[src/common/ebm_consts.svh]
// Constants for the external bus master: codes, widths, reset values
`ifndef EBM_CONSTS_SVH
`define EBM_CONSTS_SVH
`define EBM_ADDR_LO_W   20
`define EBM_ADDR_W      24
`define EBM_REPL_W      4
`define EBM_DATA_W      16
`define EBM_OPND_W      32
`define EBM_BYTE_W      8
`define EBM_REM_W       3
`define EBM_SYNC_W      21
`define EBM_FIFO_DEPTH  16
`define EBM_RSP_W       35
`define EBM_SIZE_BYTE   2'h1
`define EBM_SIZE_WORD   2'h2
`define EBM_SIZE_TRIPLE 2'h3
`define EBM_SIZE_LONG   2'h0
`define EBM_FC_TOP      1'h1
`define EBM_RW_READ     1'h1
`define EBM_STROBE_OFF  1'h1
`define EBM_ACK_WAIT    2'h3
`define EBM_ACK_8       2'h2
`define EBM_ACK_16      2'h1
`define EBM_ACK_RSVD    2'h0
`define EBM_REM_ZERO    3'h0
`define EBM_REM_ONE     3'h1
`define EBM_REM_TWO     3'h2
`define EBM_SYNC_IDLE   21'h1f_ffff
`endif

[src/common/ebm_pkg.sv]
// Types shared by the external bus master files
package ebm_pkg;
   typedef enum logic [2:0] {
      EBM_IDLE,
      EBM_ADDR,
      EBM_ASRT,
      EBM_WDS,
      EBM_WAIT,
      EBM_ENDC,
      EBM_PUSH
   } ebm_state_type;
endpackage

[src/rtl/ebm_fifo.sv]
// Response FIFO of flip-flops with valid/ready on both sides
`timescale 1ns/10ps
`default_nettype none
module ebm_fifo #(
   parameter int WIDTH = 35,
   parameter int DEPTH = 16
) (
   input  wire logic             clk,       // System clock
   input  wire logic             rst,       // Synchronous reset
   input  wire logic             ce,        // Clock enable
   input  wire logic             in_valid,  // Write request
   output logic                  in_ready,  // Room available
   input  wire logic [WIDTH-1:0] in_data,   // Write data
   output logic                  out_valid, // Data available
   input  wire logic             out_ready, // Drain accepts
   output logic      [WIDTH-1:0] out_data   // Head word
);
   localparam int AW = $clog2(DEPTH);
   logic [WIDTH-1:0] mem_q [DEPTH];
   logic [AW-1:0]    wr_q;
   logic [AW-1:0]    rd_q;
   logic [AW:0]      cnt_q;
   logic             push;
   logic             pop;

   assign in_ready  = (cnt_q != DEPTH[AW:0]);
   assign out_valid = (cnt_q != '0);
   assign out_data  = mem_q[rd_q];
   assign push      = ce && in_valid && in_ready;
   assign pop       = ce && out_valid && out_ready;

   always_ff @(posedge clk) begin
      if (push) begin
         mem_q[wr_q] <= in_data;
      end
   end

   always_ff @(posedge clk) begin
      if (rst) begin
         wr_q  <= '0;
         rd_q  <= '0;
         cnt_q <= '0;
      end else begin
         if (push) begin
            wr_q <= (wr_q == AW'(DEPTH - 1)) ? '0 : wr_q + 1'b1;
         end
         if (pop) begin
            rd_q <= (rd_q == AW'(DEPTH - 1)) ? '0 : rd_q + 1'b1;
         end
         if (push && !pop) begin
            cnt_q <= cnt_q + 1'b1;
         end else if (pop && !push) begin
            cnt_q <= cnt_q - 1'b1;
         end
      end
   end
endmodule
`default_nettype wire

[src/rtl/ebm_master.sv]
// External asynchronous bus master with dynamic bus sizing
`timescale 1ns/10ps
`default_nettype none
`include "ebm_consts.svh"

// Functional notes
// - Full mode: 24 address, 16 data, both ports
// - Partial mode: 8 data lines, byte ports only
// - Address lines 23:20 copy line 19
// - Address of most significant byte, held
// - Width code gives bytes left in operand
// - Direction line toggles only on direction change
// - Space code top bit always one
// - Location strobe asserted after cycle start
// - Read data captured at cycle end
// - Writes drive all sixteen data lines
// - Read: transfer strobe with location strobe
// - Write: transfer strobe one clock later
// - Port acknowledges end cycle, report width
// - Slave sets cycle length; master waits
// - Narrow ports: repeat cycles for operand
// - Fault input terminates cycle with error
// - Fault plus halt gives exception
// - Self vector ends only acknowledge cycles
// - Acknowledge pair decode: wait, 8, 16, reserved
module ebm_master #(
   parameter int FIFO_DEPTH = `EBM_FIFO_DEPTH
) (
   input  wire logic        clk,                     // System clock, 10 MHz
   input  wire logic        rst,                     // Synchronous reset
   input  wire logic        ce,                      // Clock enable
   input  wire logic        full_mode,               // 1 full, 0 partial expansion
   input  wire logic        req_valid,               // Transfer request
   output logic             req_ready,               // Request taken
   input  wire logic [19:0] req_addr,                // Operand address
   input  wire logic [2:0]  req_bytes,               // Operand bytes: 1, 2 or 4
   input  wire logic        req_write,               // 1 write, 0 read
   input  wire logic [1:0]  req_space,               // Low bits of space code
   input  wire logic        req_iack,                // Interrupt acknowledge cycle
   input  wire logic [31:0] req_wdata,               // Write operand, right aligned
   output logic             rsp_valid,               // Response available
   input  wire logic        rsp_ready,               // Response taken
   output logic [31:0]      rsp_rdata,               // Read operand, right aligned
   output logic             rsp_fault,               // Ended by fault
   output logic             rsp_exception,           // Fault with halt
   output logic             rsp_autovec,             // Ended by self vector
   output logic [23:0]      addr_out,                // Address lines
   output logic             width_code_high,         // Size code high bit
   output logic             width_code_low,          // Size code low bit
   output logic [2:0]       space_code,              // Address space code
   output logic             rw_out,                  // 1 read, 0 write
   output logic             location_valid_strobe_n, // Address strobe
   output logic             transfer_strobe_n,       // Data strobe
   input  wire logic [15:0] data_in,                 // Data bus input
   output logic [15:0]      data_out,                // Data bus output
   output logic             data_oe,                 // Data bus drive enable
   input  wire logic        port_ack_high_n,         // Port acknowledge high
   input  wire logic        port_ack_low_n,          // Port acknowledge low
   input  wire logic        fault_terminate_n,       // Bus fault input
   input  wire logic        halt_n,                  // Halt input
   input  wire logic        self_vector_ack_n        // Autovector input
);
   ebm_pkg::ebm_state_type state_q;
   logic [`EBM_SYNC_W-1:0]    s1_q;
   logic [`EBM_SYNC_W-1:0]    s2_q;
   logic [`EBM_SYNC_W-1:0]    s3_q;
   logic [`EBM_SYNC_W-1:0]    filt_q;
   logic [`EBM_DATA_W-1:0]    f_data;
   logic [1:0]                f_ack;
   logic                      f_fault_n;
   logic                      f_halt_n;
   logic                      f_self_vector_ack_n;
   logic [`EBM_ADDR_LO_W-1:0] addr_q;
   logic [`EBM_REM_W-1:0]     rem_q;
   logic [`EBM_REM_W-1:0]     nbytes_q;
   logic [`EBM_OPND_W-1:0]    opbuf_q;
   logic [`EBM_OPND_W-1:0]    rdbuf_q;
   logic                      write_q;
   logic                      iack_q;
   logic [1:0]                space_q;
   logic                      rw_q;
   logic                      fault_q;
   logic                      exc_q;
   logic                      self_vector_ack_q;
   logic [`EBM_DATA_W-1:0]    wdata_q;
   logic                      ack_done;
   logic                      port16;
   logic [`EBM_REM_W-1:0]     nb;
   logic                      term_fault;
   logic                      term_self_vector_ack;
   logic                      inputs_idle;
   logic                      fifo_in_ready;
   logic [`EBM_RSP_W-1:0]     fifo_out;

   // Bytes moved by one cycle for the port that answered
   function automatic logic [`EBM_REM_W-1:0] xfer_bytes(input logic [`EBM_REM_W-1:0] rem,
                                                       input logic a0, input logic wide);
      logic [`EBM_REM_W-1:0] n;
      n = `EBM_REM_ONE;
      if (wide && !a0 && (rem >= `EBM_REM_TWO)) begin
         n = `EBM_REM_TWO;
      end
      return n;
   endfunction

   // Three-stage input synchroniser; filter needs stages 2 and 3 to agree
   always_ff @(posedge clk) begin
      if (rst) begin
         s1_q <= `EBM_SYNC_IDLE;
         s2_q <= `EBM_SYNC_IDLE;
         s3_q <= `EBM_SYNC_IDLE;
      end else if (ce) begin
         s1_q <= {data_in, port_ack_high_n, port_ack_low_n, fault_terminate_n, halt_n, self_vector_ack_n};
         s2_q <= s1_q;
         s3_q <= s2_q;
      end
   end

   genvar gi;
   generate
      for (gi = 0; gi < `EBM_SYNC_W; gi++) begin : g_filt
         always_ff @(posedge clk) begin
            if (rst) begin
               filt_q[gi] <= `EBM_STROBE_OFF;
            end else if (ce && (s2_q[gi] == s3_q[gi])) begin
               filt_q[gi] <= s3_q[gi];
            end
         end
      end
   endgenerate

   assign f_data    = filt_q[`EBM_SYNC_W-1 -: `EBM_DATA_W];
   assign f_ack     = filt_q[4:3];
   assign f_fault_n = filt_q[2];
   assign f_halt_n  = filt_q[1];
   assign f_self_vector_ack_n  = filt_q[0];

   // Partial mode treats every completion as a byte port
   assign port16      = (f_ack == `EBM_ACK_16) && full_mode;
   assign ack_done    = (f_ack == `EBM_ACK_16) || (f_ack == `EBM_ACK_8);
   assign term_fault  = !f_fault_n;
   assign term_self_vector_ack   = iack_q && !f_self_vector_ack_n;
   assign nb          = xfer_bytes(rem_q, addr_q[0], port16);
   // A new cycle starts only after the slave has released its terminations
   assign inputs_idle = (f_ack == `EBM_ACK_WAIT) && f_fault_n && f_self_vector_ack_n;
   assign req_ready   = (state_q == ebm_pkg::EBM_IDLE) && fifo_in_ready;

   // Sequencer
   always_ff @(posedge clk) begin
      if (rst) begin
         state_q <= ebm_pkg::EBM_IDLE;
      end else if (ce) begin
         unique case (state_q)
            ebm_pkg::EBM_IDLE: begin
               if (req_valid && req_ready) begin
                  state_q <= ebm_pkg::EBM_ADDR;
               end
            end
            ebm_pkg::EBM_ADDR: begin
               if (inputs_idle) begin
                  state_q <= ebm_pkg::EBM_ASRT;
               end
            end
            ebm_pkg::EBM_ASRT: begin
               state_q <= write_q ? ebm_pkg::EBM_WDS : ebm_pkg::EBM_WAIT;
            end
            ebm_pkg::EBM_WDS: begin
               state_q <= ebm_pkg::EBM_WAIT;
            end
            ebm_pkg::EBM_WAIT: begin
               if (term_fault || term_self_vector_ack || ack_done) begin
                  state_q <= ebm_pkg::EBM_ENDC;
               end
            end
            ebm_pkg::EBM_ENDC: begin
               if (fault_q || self_vector_ack_q || (rem_q == `EBM_REM_ZERO)) begin
                  state_q <= ebm_pkg::EBM_PUSH;
               end else begin
                  state_q <= ebm_pkg::EBM_ADDR;
               end
            end
            ebm_pkg::EBM_PUSH: begin
               if (fifo_in_ready) begin
                  state_q <= ebm_pkg::EBM_IDLE;
               end
            end
         endcase
      end
   end

   // Operand, address and remaining count
   always_ff @(posedge clk) begin
      if (rst) begin
         addr_q   <= '0;
         rem_q    <= `EBM_REM_ZERO;
         nbytes_q <= `EBM_REM_ZERO;
         opbuf_q  <= '0;
         write_q  <= 1'b0;
         iack_q   <= 1'b0;
         space_q  <= '0;
      end else if (ce) begin
         if (state_q == ebm_pkg::EBM_IDLE && req_valid && req_ready) begin
            addr_q   <= req_addr;
            rem_q    <= req_bytes;
            nbytes_q <= req_bytes;
            opbuf_q  <= req_wdata << (`EBM_BYTE_W * (`EBM_OPND_W / `EBM_BYTE_W - 32'(req_bytes)));
            write_q  <= req_write && !req_iack;
            iack_q   <= req_iack;
            space_q  <= req_space;
         end else if (state_q == ebm_pkg::EBM_WAIT && ack_done && !term_fault && !term_self_vector_ack) begin
            addr_q <= addr_q + `EBM_ADDR_LO_W'(nb);
            rem_q  <= rem_q - nb;
            if (nb == `EBM_REM_TWO) begin
               opbuf_q <= {opbuf_q[15:0], 16'h0000};
            end else begin
               opbuf_q <= {opbuf_q[23:0], 8'h00};
            end
         end
      end
   end

   // Read assembly and termination status
   always_ff @(posedge clk) begin
      if (rst) begin
         rdbuf_q <= '0;
         fault_q <= 1'b0;
         exc_q   <= 1'b0;
         self_vector_ack_q  <= 1'b0;
      end else if (ce) begin
         if (state_q == ebm_pkg::EBM_IDLE) begin
            rdbuf_q <= '0;
            fault_q <= 1'b0;
            exc_q   <= 1'b0;
            self_vector_ack_q  <= 1'b0;
         end else if (state_q == ebm_pkg::EBM_WAIT) begin
            if (term_fault) begin
               fault_q <= 1'b1;
               exc_q   <= !f_halt_n;
            end else if (term_self_vector_ack) begin
               self_vector_ack_q <= 1'b1;
            end else if (ack_done && !write_q) begin
               if (nb == `EBM_REM_TWO) begin
                  rdbuf_q <= {rdbuf_q[15:0], f_data};
               end else if (port16 && addr_q[0]) begin
                  rdbuf_q <= {rdbuf_q[23:0], f_data[7:0]};
               end else begin
                  rdbuf_q <= {rdbuf_q[23:0], f_data[15:8]};
               end
            end
         end
      end
   end

   // Direction line keeps its level unless the next cycle reverses it
   always_ff @(posedge clk) begin
      if (rst) begin
         rw_q <= `EBM_RW_READ;
      end else if (ce && state_q == ebm_pkg::EBM_IDLE && req_valid && req_ready) begin
         rw_q <= !(req_write && !req_iack);
      end
   end

   // Write data: byte is copied to both halves so either port width finds it
   always_ff @(posedge clk) begin
      if (rst) begin
         wdata_q <= '0;
      end else if (ce && state_q == ebm_pkg::EBM_ADDR) begin
         if (addr_q[0] || rem_q == `EBM_REM_ONE) begin
            wdata_q <= {opbuf_q[31:24], opbuf_q[31:24]};
         end else begin
            wdata_q <= opbuf_q[31:16];
         end
      end
   end

   // Bus pins from flip-flops
   always_ff @(posedge clk) begin
      if (rst) begin
         location_valid_strobe_n <= `EBM_STROBE_OFF;
         transfer_strobe_n       <= `EBM_STROBE_OFF;
         data_oe                 <= 1'b0;
      end else if (ce) begin
         unique case (state_q)
            ebm_pkg::EBM_ADDR: begin
               location_valid_strobe_n <= !inputs_idle ? `EBM_STROBE_OFF : 1'b0;
               transfer_strobe_n       <= !inputs_idle || write_q;
               data_oe                 <= inputs_idle && write_q;
            end
            ebm_pkg::EBM_ASRT: begin
               data_oe <= write_q;
               if (write_q) begin
                  transfer_strobe_n <= 1'b0;
               end
            end
            ebm_pkg::EBM_WAIT: begin
               if (term_fault || term_self_vector_ack || ack_done) begin
                  location_valid_strobe_n <= `EBM_STROBE_OFF;
                  transfer_strobe_n       <= `EBM_STROBE_OFF;
                  data_oe                 <= 1'b0;
               end
            end
            default: begin
               location_valid_strobe_n <= location_valid_strobe_n;
            end
         endcase
      end
   end

   assign addr_out        = {{`EBM_REPL_W{addr_q[19]}}, addr_q};
   assign width_code_high = rem_q[1];
   assign width_code_low  = rem_q[0];
   assign space_code      = {`EBM_FC_TOP, iack_q ? 2'h3 : space_q};
   assign rw_out          = rw_q;
   assign data_out        = wdata_q;

   ebm_fifo #(
      .WIDTH (`EBM_RSP_W),
      .DEPTH (FIFO_DEPTH)
   ) u_rsp_fifo (
      .clk       (clk),
      .rst       (rst),
      .ce        (ce),
      .in_valid  (state_q == ebm_pkg::EBM_PUSH),
      .in_ready  (fifo_in_ready),
      .in_data   ({exc_q, fault_q, self_vector_ack_q, rdbuf_q}),
      .out_valid (rsp_valid),
      .out_ready (rsp_ready),
      .out_data  (fifo_out)
   );

   assign rsp_exception = fifo_out[34];
   assign rsp_fault     = fifo_out[33];
   assign rsp_autovec   = fifo_out[32];
   assign rsp_rdata     = fifo_out[31:0];
endmodule
`default_nettype wire

[config.mk]
export PLATFORM = sky130hd
export DESIGN_NAME = ebm_master
export DESIGN_NICKNAME = d
export VERILOG_FILES = /design/src/common/ebm_pkg.sv /design/src/rtl/ebm_fifo.sv /design/src/rtl/ebm_master.sv
export VERILOG_INCLUDE_DIRS = /design/src /design/src/common
export SDC_FILE = /design/constraint.sdc
export NUM_CORES = 1
export LEC_CHECK = 0
export BUFFER_PORTS_ARGS = -buffer_cell sky130_fd_sc_hd__buf_2
export CORE_MARGIN = 4
export CORE_UTILIZATION = 65
export CTS_CLUSTER_SIZE = 24
export DETAILED_ROUTE_END_ITERATION = 7
export PLACE_DENSITY = 0.8
export SLEW_MARGIN = 20
export SYNTH_ARGS = -nofsm -noshare
export SYNTH_HDL_FRONTEND = slang
export SYNTH_HIERARCHICAL = 1
export SYNTH_SLANG_ARGS = --single-unit
[constraint.sdc]
create_clock -name clk -period 9.8 [get_ports clk]
set_clock_uncertainty 0.05 [all_clocks]
set_input_delay 0 -clock clk [delete_from_list [all_inputs] [get_ports clk]]
set_output_delay 0 -clock clk [all_outputs]
set_load 0.01 [all_outputs]
---- Word-level counts from Yosys, hierarchy flattened ----
Memory sizes are Yosys's and may differ from the RTL's. A register that Yosys moved wholly into a read port is not among the register bits.
Index checks and enable logic that the tools add are counted.
storage, ports and cells
  register bits after elaboration ......... 214
  memory bits (writable) .................. 560
  word-level logic and storage cells ...... 230
  memories kept ........................... 1
cells by class
  add/subtract/negate cells ............... 7
  $lt $le $gt $ge ......................... 1
  equal/unequal tests ..................... 42
  shift-type cells ........................ 1
  multiplexer cells ....................... 49
  reductions and logical operators ........ 86
memories
  memory            depth  width  rd ports  clocked after memory_dff  write ports  RTL line        source
  u_rsp_fifo.mem_q  16     35     1         1                         1            ebm_fifo.sv:19  logic [WIDTH-1:0] mem_q [DEPTH];
operator list
  operator             count
  $mux 32              9
  $logic_and 1x1->1    48
  $mux 20              2
  $shl 32x32->32       1
  $mux 3               8
  $eq 1x1->1           21
  $pmux 3 s7           1
  $add 20x3->20        1
  $mux 1               16
  $mux 4               4
  $mux 8               2
  $reduce_bool 2->1    7
  $logic_not 1->1      11
  $mux 5               2
  $reduce_and 5->1     2
  $eq 3x2->1 const B   3
  $eq 3x3->1 const B   3
  $reduce_and 3->1     3
  $add 4x1->4 const B  2
  $eq 4x4->1 const B   2
  $ne 2x2->1 const B   4
  $reduce_and 4->1     2
  $logic_or 1x1->1     7
  $eq 3x1->1 const B   2
  16 further kinds     23

---- Depth between registers and ports, before layout ----
  depth in word-level cells ............... 12
  gate-level depth with buffers ........... 13
  mapped depth without buffers ............ 11

---- Cells and area by module ----
The synthesis kept the hierarchy.
modules (own cells, without submodules)
  module      times used  cells an instance  area each (sq um)
  ebm_fifo    1           968                21876.0
  ebm_master  1           1084               9517.9

---- Worst setup path before layout ----
Ideal clock, no wire load.
  path type ............................... flip-flop to flip-flop
  start ................................... register state_q[2]
  end ..................................... memory u_rsp_fifo.mem_q[0][0], enable pin
  library setup time ...................... 471 ps
  arrival ................................. 3908 ps
  data required time ...................... 9279 ps
  slack ................................... 5371 ps
  cell stages (with the launch flop) ...... 9
  period minus slack after synthesis ...... 4429 ps
  path through ............................ dfxtp_1 > buf_2 > inv_1 > clkbuf_1 > nor3_1 > nand2_1 > a21oi_2 > nand2_1 > nor3_1
between the ends
  longest elaborated chain between the ends .. 5
RTL lines
  element                          RTL line           source
  start: declaration               ebm_master.sv:63   ebm_pkg::ebm_state_type state_q;
  start signal: assignment         ebm_master.sv:151  state_q <= ebm_pkg::EBM_IDLE;
  start signal: assignment         ebm_master.sv:156  state_q <= ebm_pkg::EBM_ADDR;
  start signal: assignment         ebm_master.sv:161  state_q <= ebm_pkg::EBM_ASRT;
  $eq 3x3->1                       ebm_master.sv:323  .in_valid (state_q == ebm_pkg::EBM_PUSH),
  $logic_and 1x1->1 (2 in series)  ebm_fifo.sv:29     assign push = ce && in_valid && in_ready;
  named net u_rsp_fifo.push        ebm_fifo.sv:23     logic push;
  $mux 1                           ebm_fifo.sv:33     if (push) begin
  $mux 1 (not written as such)     ebm_fifo.sv:34     mem_q[wr_q] <= in_data;
  end: declaration                 ebm_fifo.sv:19
The timed path passes the listed nets, and every way through them passes these cells.

---- Final worst setup path ----
  start ................................... register u_rsp_fifo.cnt_q[0]
  end ..................................... register addr_q[10]
between the ends
  longest elaborated chain between the ends .. 5
  elaborated cells on any way between the ends .. 6
  those cells by class .................... 1 x eq/ne; 1 x mux; 4 x reduce/logical
RTL lines
  element                             RTL line           source
  start: declaration                  ebm_fifo.sv:22     logic [AW:0] cnt_q;
  start signal: assignment            ebm_fifo.sv:51     cnt_q <= cnt_q + 1'b1;
  start signal: assignment            ebm_fifo.sv:53     cnt_q <= cnt_q - 1'b1;
  $ne 5x5->1 (*)                      ebm_fifo.sv:26     assign in_ready = (cnt_q != DEPTH[AW:0]);
  named net fifo_in_ready             ebm_master.sv:92   logic fifo_in_ready;
  $logic_and 1x1->1 (*)               ebm_master.sv:146  assign req_ready = (state_q == ebm_pkg::EBM_IDLE) && fifo_in_ready;
  $logic_and 1x1->1 (*)               ebm_master.sv:202  if (state_q == ebm_pkg::EBM_IDLE && req_valid && req_ready) begin
  $reduce_bool 2->1 (no source line)  --
  $reduce_and 2->1 (no source line)   --
  end signal: assignment              ebm_master.sv:203  addr_q <= req_addr;
  end signal: assignment              ebm_master.sv:211  addr_q <= addr_q + `EBM_ADDR_LO_W'(nb);
  end: declaration                    ebm_master.sv:73   logic [`EBM_ADDR_LO_W-1:0] addr_q;
Mark *: on every way through the listed nets, which the timed path passes. The rest lies on a longest branch.
A chain may end at the register's enable or synchronous reset.

==> metrics.csv <==
metric,value,unit
synthesized cell area,31400,µm²
XOR/XNOR Fraction of Synth Area,0.167,%
Synth cell types,84,
Fin Hold WS,0.0496,ns
worst hold path class,primary input to flip-flop,
die height,228,µm
via count,19800,
Critical Path RT,10.24,ns
post-synthesis sequential area ratio,67.5,%
Arrival @ worst endpoint,4.38,ns
"Buf+Inv Stages, Crit Path",1,
Clock transition at path regs,0.06,ns
Tcrit/Tclk final,40.2,%
most frequent cells in the layout,"560 x edfxtp_1, 216 x dfxtp_1, 168 x buf_2",
Worst slew margin,24.9,%
hold path start,req_wdata[20],
Syn Inst Count,2052,
syn avg cell area,15.3,µm²
element type at the critical path end,flip-flop,
Sw Pwr,1810,µW
Rows,80,
"CP delay by family, top",simple AND/OR/NAND/NOR gates,
Antenna Nets Post-Route,0,
clk sinks,778,
Worst Max-Slew Pin Slew,1.13,ns
post-cts gate resize count,0,
reg2reg start,u_rsp_fifo/cnt_q[0],
Num CTS Buffers,76,
Yosys top cell area share,53.6,%
initial antenna violation count,1,
All-Layer GR Usage,29.7,%
asr flop ratio synth,0,%
dpl ws,6.25,ns
run status,completed,
area share of fa/ha/maj cells after synthesis,0.725,%
pin count of the biggest net entering global routing,95,
met3 WL post-DR,7110,µm
WL/cell,25.8,µm
CP most frequent cell,nand2_1,
maximum buffer depth of the clock tree,3,
M1 wire length,28700,µm
DP HPWL,41200,µm
part of the power in registers,49.2,%
Hold Crit Depth,5,
post-layout min period,3.94,ns
setup tns final,0,ns
Via-to-Cell Ratio,6.61,
layout cells sized above 1,22.0,%
DR iter-0 viols,2388,
compound-cell area share of the yosys netlist,8.80,%
"Slew Viols, Final",0,
Static Leak,0.0125,µW
CP Class,flip-flop to flip-flop,
PD cells,203,nW/µm²
internal power,5600,µW
VDD IR max,0.000133,V
top sig layer,met5,
worst-path cell chain,nor4_1 > nand2_1 > and4bb_2 > nand2_1 > nand2_1 > o32ai_1 > a211oi_1 > dlygate4sd3_1,
setup violators final,0,
IO Pins,172,
max cap viols,0,
syn nets,2155,
RSZ-0062 raised after global routing,no,
DR WL met2,38800,µm
clock power share,38.8,%
crit-path max FO,30,
"most common cell after layout, fill and taps aside",edfxtp_1,
# nets final,2416,
clk root buf,clkbuf_16,
ant diodes,0,
GR Overflow Total,0,
largest family of logic cells by synthesized area,multiplexers,
Synth Warn #,6,
reg2reg end,addr_q[10],
"Design Area, Final",36500,µm²
Max Clk Rate,254,MHz
"flops & latches, synth",778,
GP Congestion,0.846,
Port Buffers,170,
Remaining DRCs,0,
final hold vios,0,
setup ws final,5.86,ns
Post-CTS Setup Inserts,0,
Core Region,47700,µm²
CP peak stage delay,0.76,ns
Area contributors post-synth,"edfxtp_1 54%, dfxtp_1 14%, mux4_2 10%",
Die Wd,228,µm
full die area,51900,µm²
TritonCTS clock tree,built,
Area Growth Syn to Fin,16.1,%
CTS H-tree depth,3,
drt pass-1 iters,5,
Critical-path top delay cell,nand2_1,
Initial Utilization,65.8,%
reg2reg path depth,8,
Comb power frac,12.0,%
Net Sw Frac,24.5,%
Post-synth EDFFs,560,
number of global-route vias before repair,20100,
Hold EP,opbuf_q[20],
final WL,77100,µm
dpl cell area,32800,µm²
clk_lat worst skew,0.61,ns
critical path launch point type,flip-flop,
Synth Area in Simple Gates,6.44,%
post-synthesis cell type with the largest combined area,edfxtp_1,
post-synthesis mux area share,13.9,%
top_reg_cell synth,edfxtp_1,
global-route wire length before repair,120000,µm
reg-to-reg setup timing slack,5.86,ns
[final cells by class]
type	instances	area (µm²)
well taps	615	769
fillers	2624	11300
clock buffers	102	2110
flip-flops and latches	778	21200
repair buffers	325	2370
clock inverters	38	340
inverters	22	82.6
multi-input cells	1110	9590
[worst max path at each step]
stage | start | endpoint | slack, ns | depth (start not counted)
after detailed placement | state_q[2] | u_rsp_fifo/mem_q[8][26] | 6.25 | 7
after floorplan | state_q[2] | u_rsp_fifo/mem_q[0][0] | 5.37 | 8
after global routing | u_rsp_fifo/cnt_q[0] | addr_q[10] | 5.64 | 8
final | u_rsp_fifo/cnt_q[0] | addr_q[10] | 5.86 | 8
after global placement | state_q[2] | u_rsp_fifo/cnt_q[4] | 6.40 | 11
after CTS | flip-flop | rsp_rdata[31] | 5.91 | 5
[metal layers]
layer  up-vias  global-route usage [%]
li1       8564                       -
met1      9774                    40.0
met2      1217                    50.2
met3       208                    5.16
met4         2                    9.67
met5         -                       0
[sequential cells by signal, indices dropped and copies added (netlist names), 2 cells and up, named ones only]
register and flops:
space_q 2, data_out 16, u_rsp_fifo/wr_q 4, addr_q 20, f_data 16, f_ack 2
s1_q 21, s3_q 21, rem_q 3, u_rsp_fifo/cnt_q 5, opbuf_q 32, state_q 3
u_rsp_fifo/rd_q 4, rdbuf_q 32, s2_q 21, u_rsp_fifo/mem_q 560
[worst register-to-register path, delay by kind of cell (launching register included)]
kind,cells,cell delay [ns]
and+or+nand+nor,5,2.39
buffers and inverters,1,0.61
DFF,1,0.37
AOI/OAI and AO/OA,2,0.42
[per-stage QoR]
step	instances	utilization (%)	total power (µW)
floorplan	2052	-	4340
global placement	2730	68.6	4510
detailed placement	2732	68.7	4540
CTS	2988	76.3	7430
global route	2990	76.4	7700
finish	2990	76.4	7420
[logic make-up after synthesis]
kind of cell | count (synthesis)
other | 1
AOI/OAI and AO/OA | 403
buffers and inverters | 164
DFF | 778
muxes | 261
xor gates and xnor gates | 6
adders and majority gates | 17
and+or+nand+nor | 422
[cell usage after synthesis (14+ instances only)]
cell and number:
edfxtp_1 560, dfxtp_1 218, nand2_1 149, mux4_2 140
nor2_1 131, mux2i_1 112, a21oi_1 101, a22oi_1 87
clkbuf_1 83, o21ai_0 68, a211oi_1 37, nor3_1 35
buf_2 29, nand2b_1 25, a2bb2oi_1 24, inv_1 21
nand3_1 21, a221oi_1 17, ha_1 15, nor2b_1 14
[power groups by stage]
| stage | clock network [µW] | registers [µW] | logic (µW) |
|---|---|---|---|
| final | 2880 | 3650 | 888 |
| after global routing | 3070 | 3660 | 967 |
| after CTS | 2910 | 3650 | 867 |
| after detailed placement | 0 | 3720 | 818 |
| after global placement | 0 | 3710 | 798 |
| after floorplan | 0 | 3660 | 673 |
[repair_timing]
item | in CTS | in global routing
hold buffers | 116 | 0
endpoints found under the setup margin | 0 | 0
endpoints found under the hold margin | 110 | 0
Power figures use the tool's default switching activity.
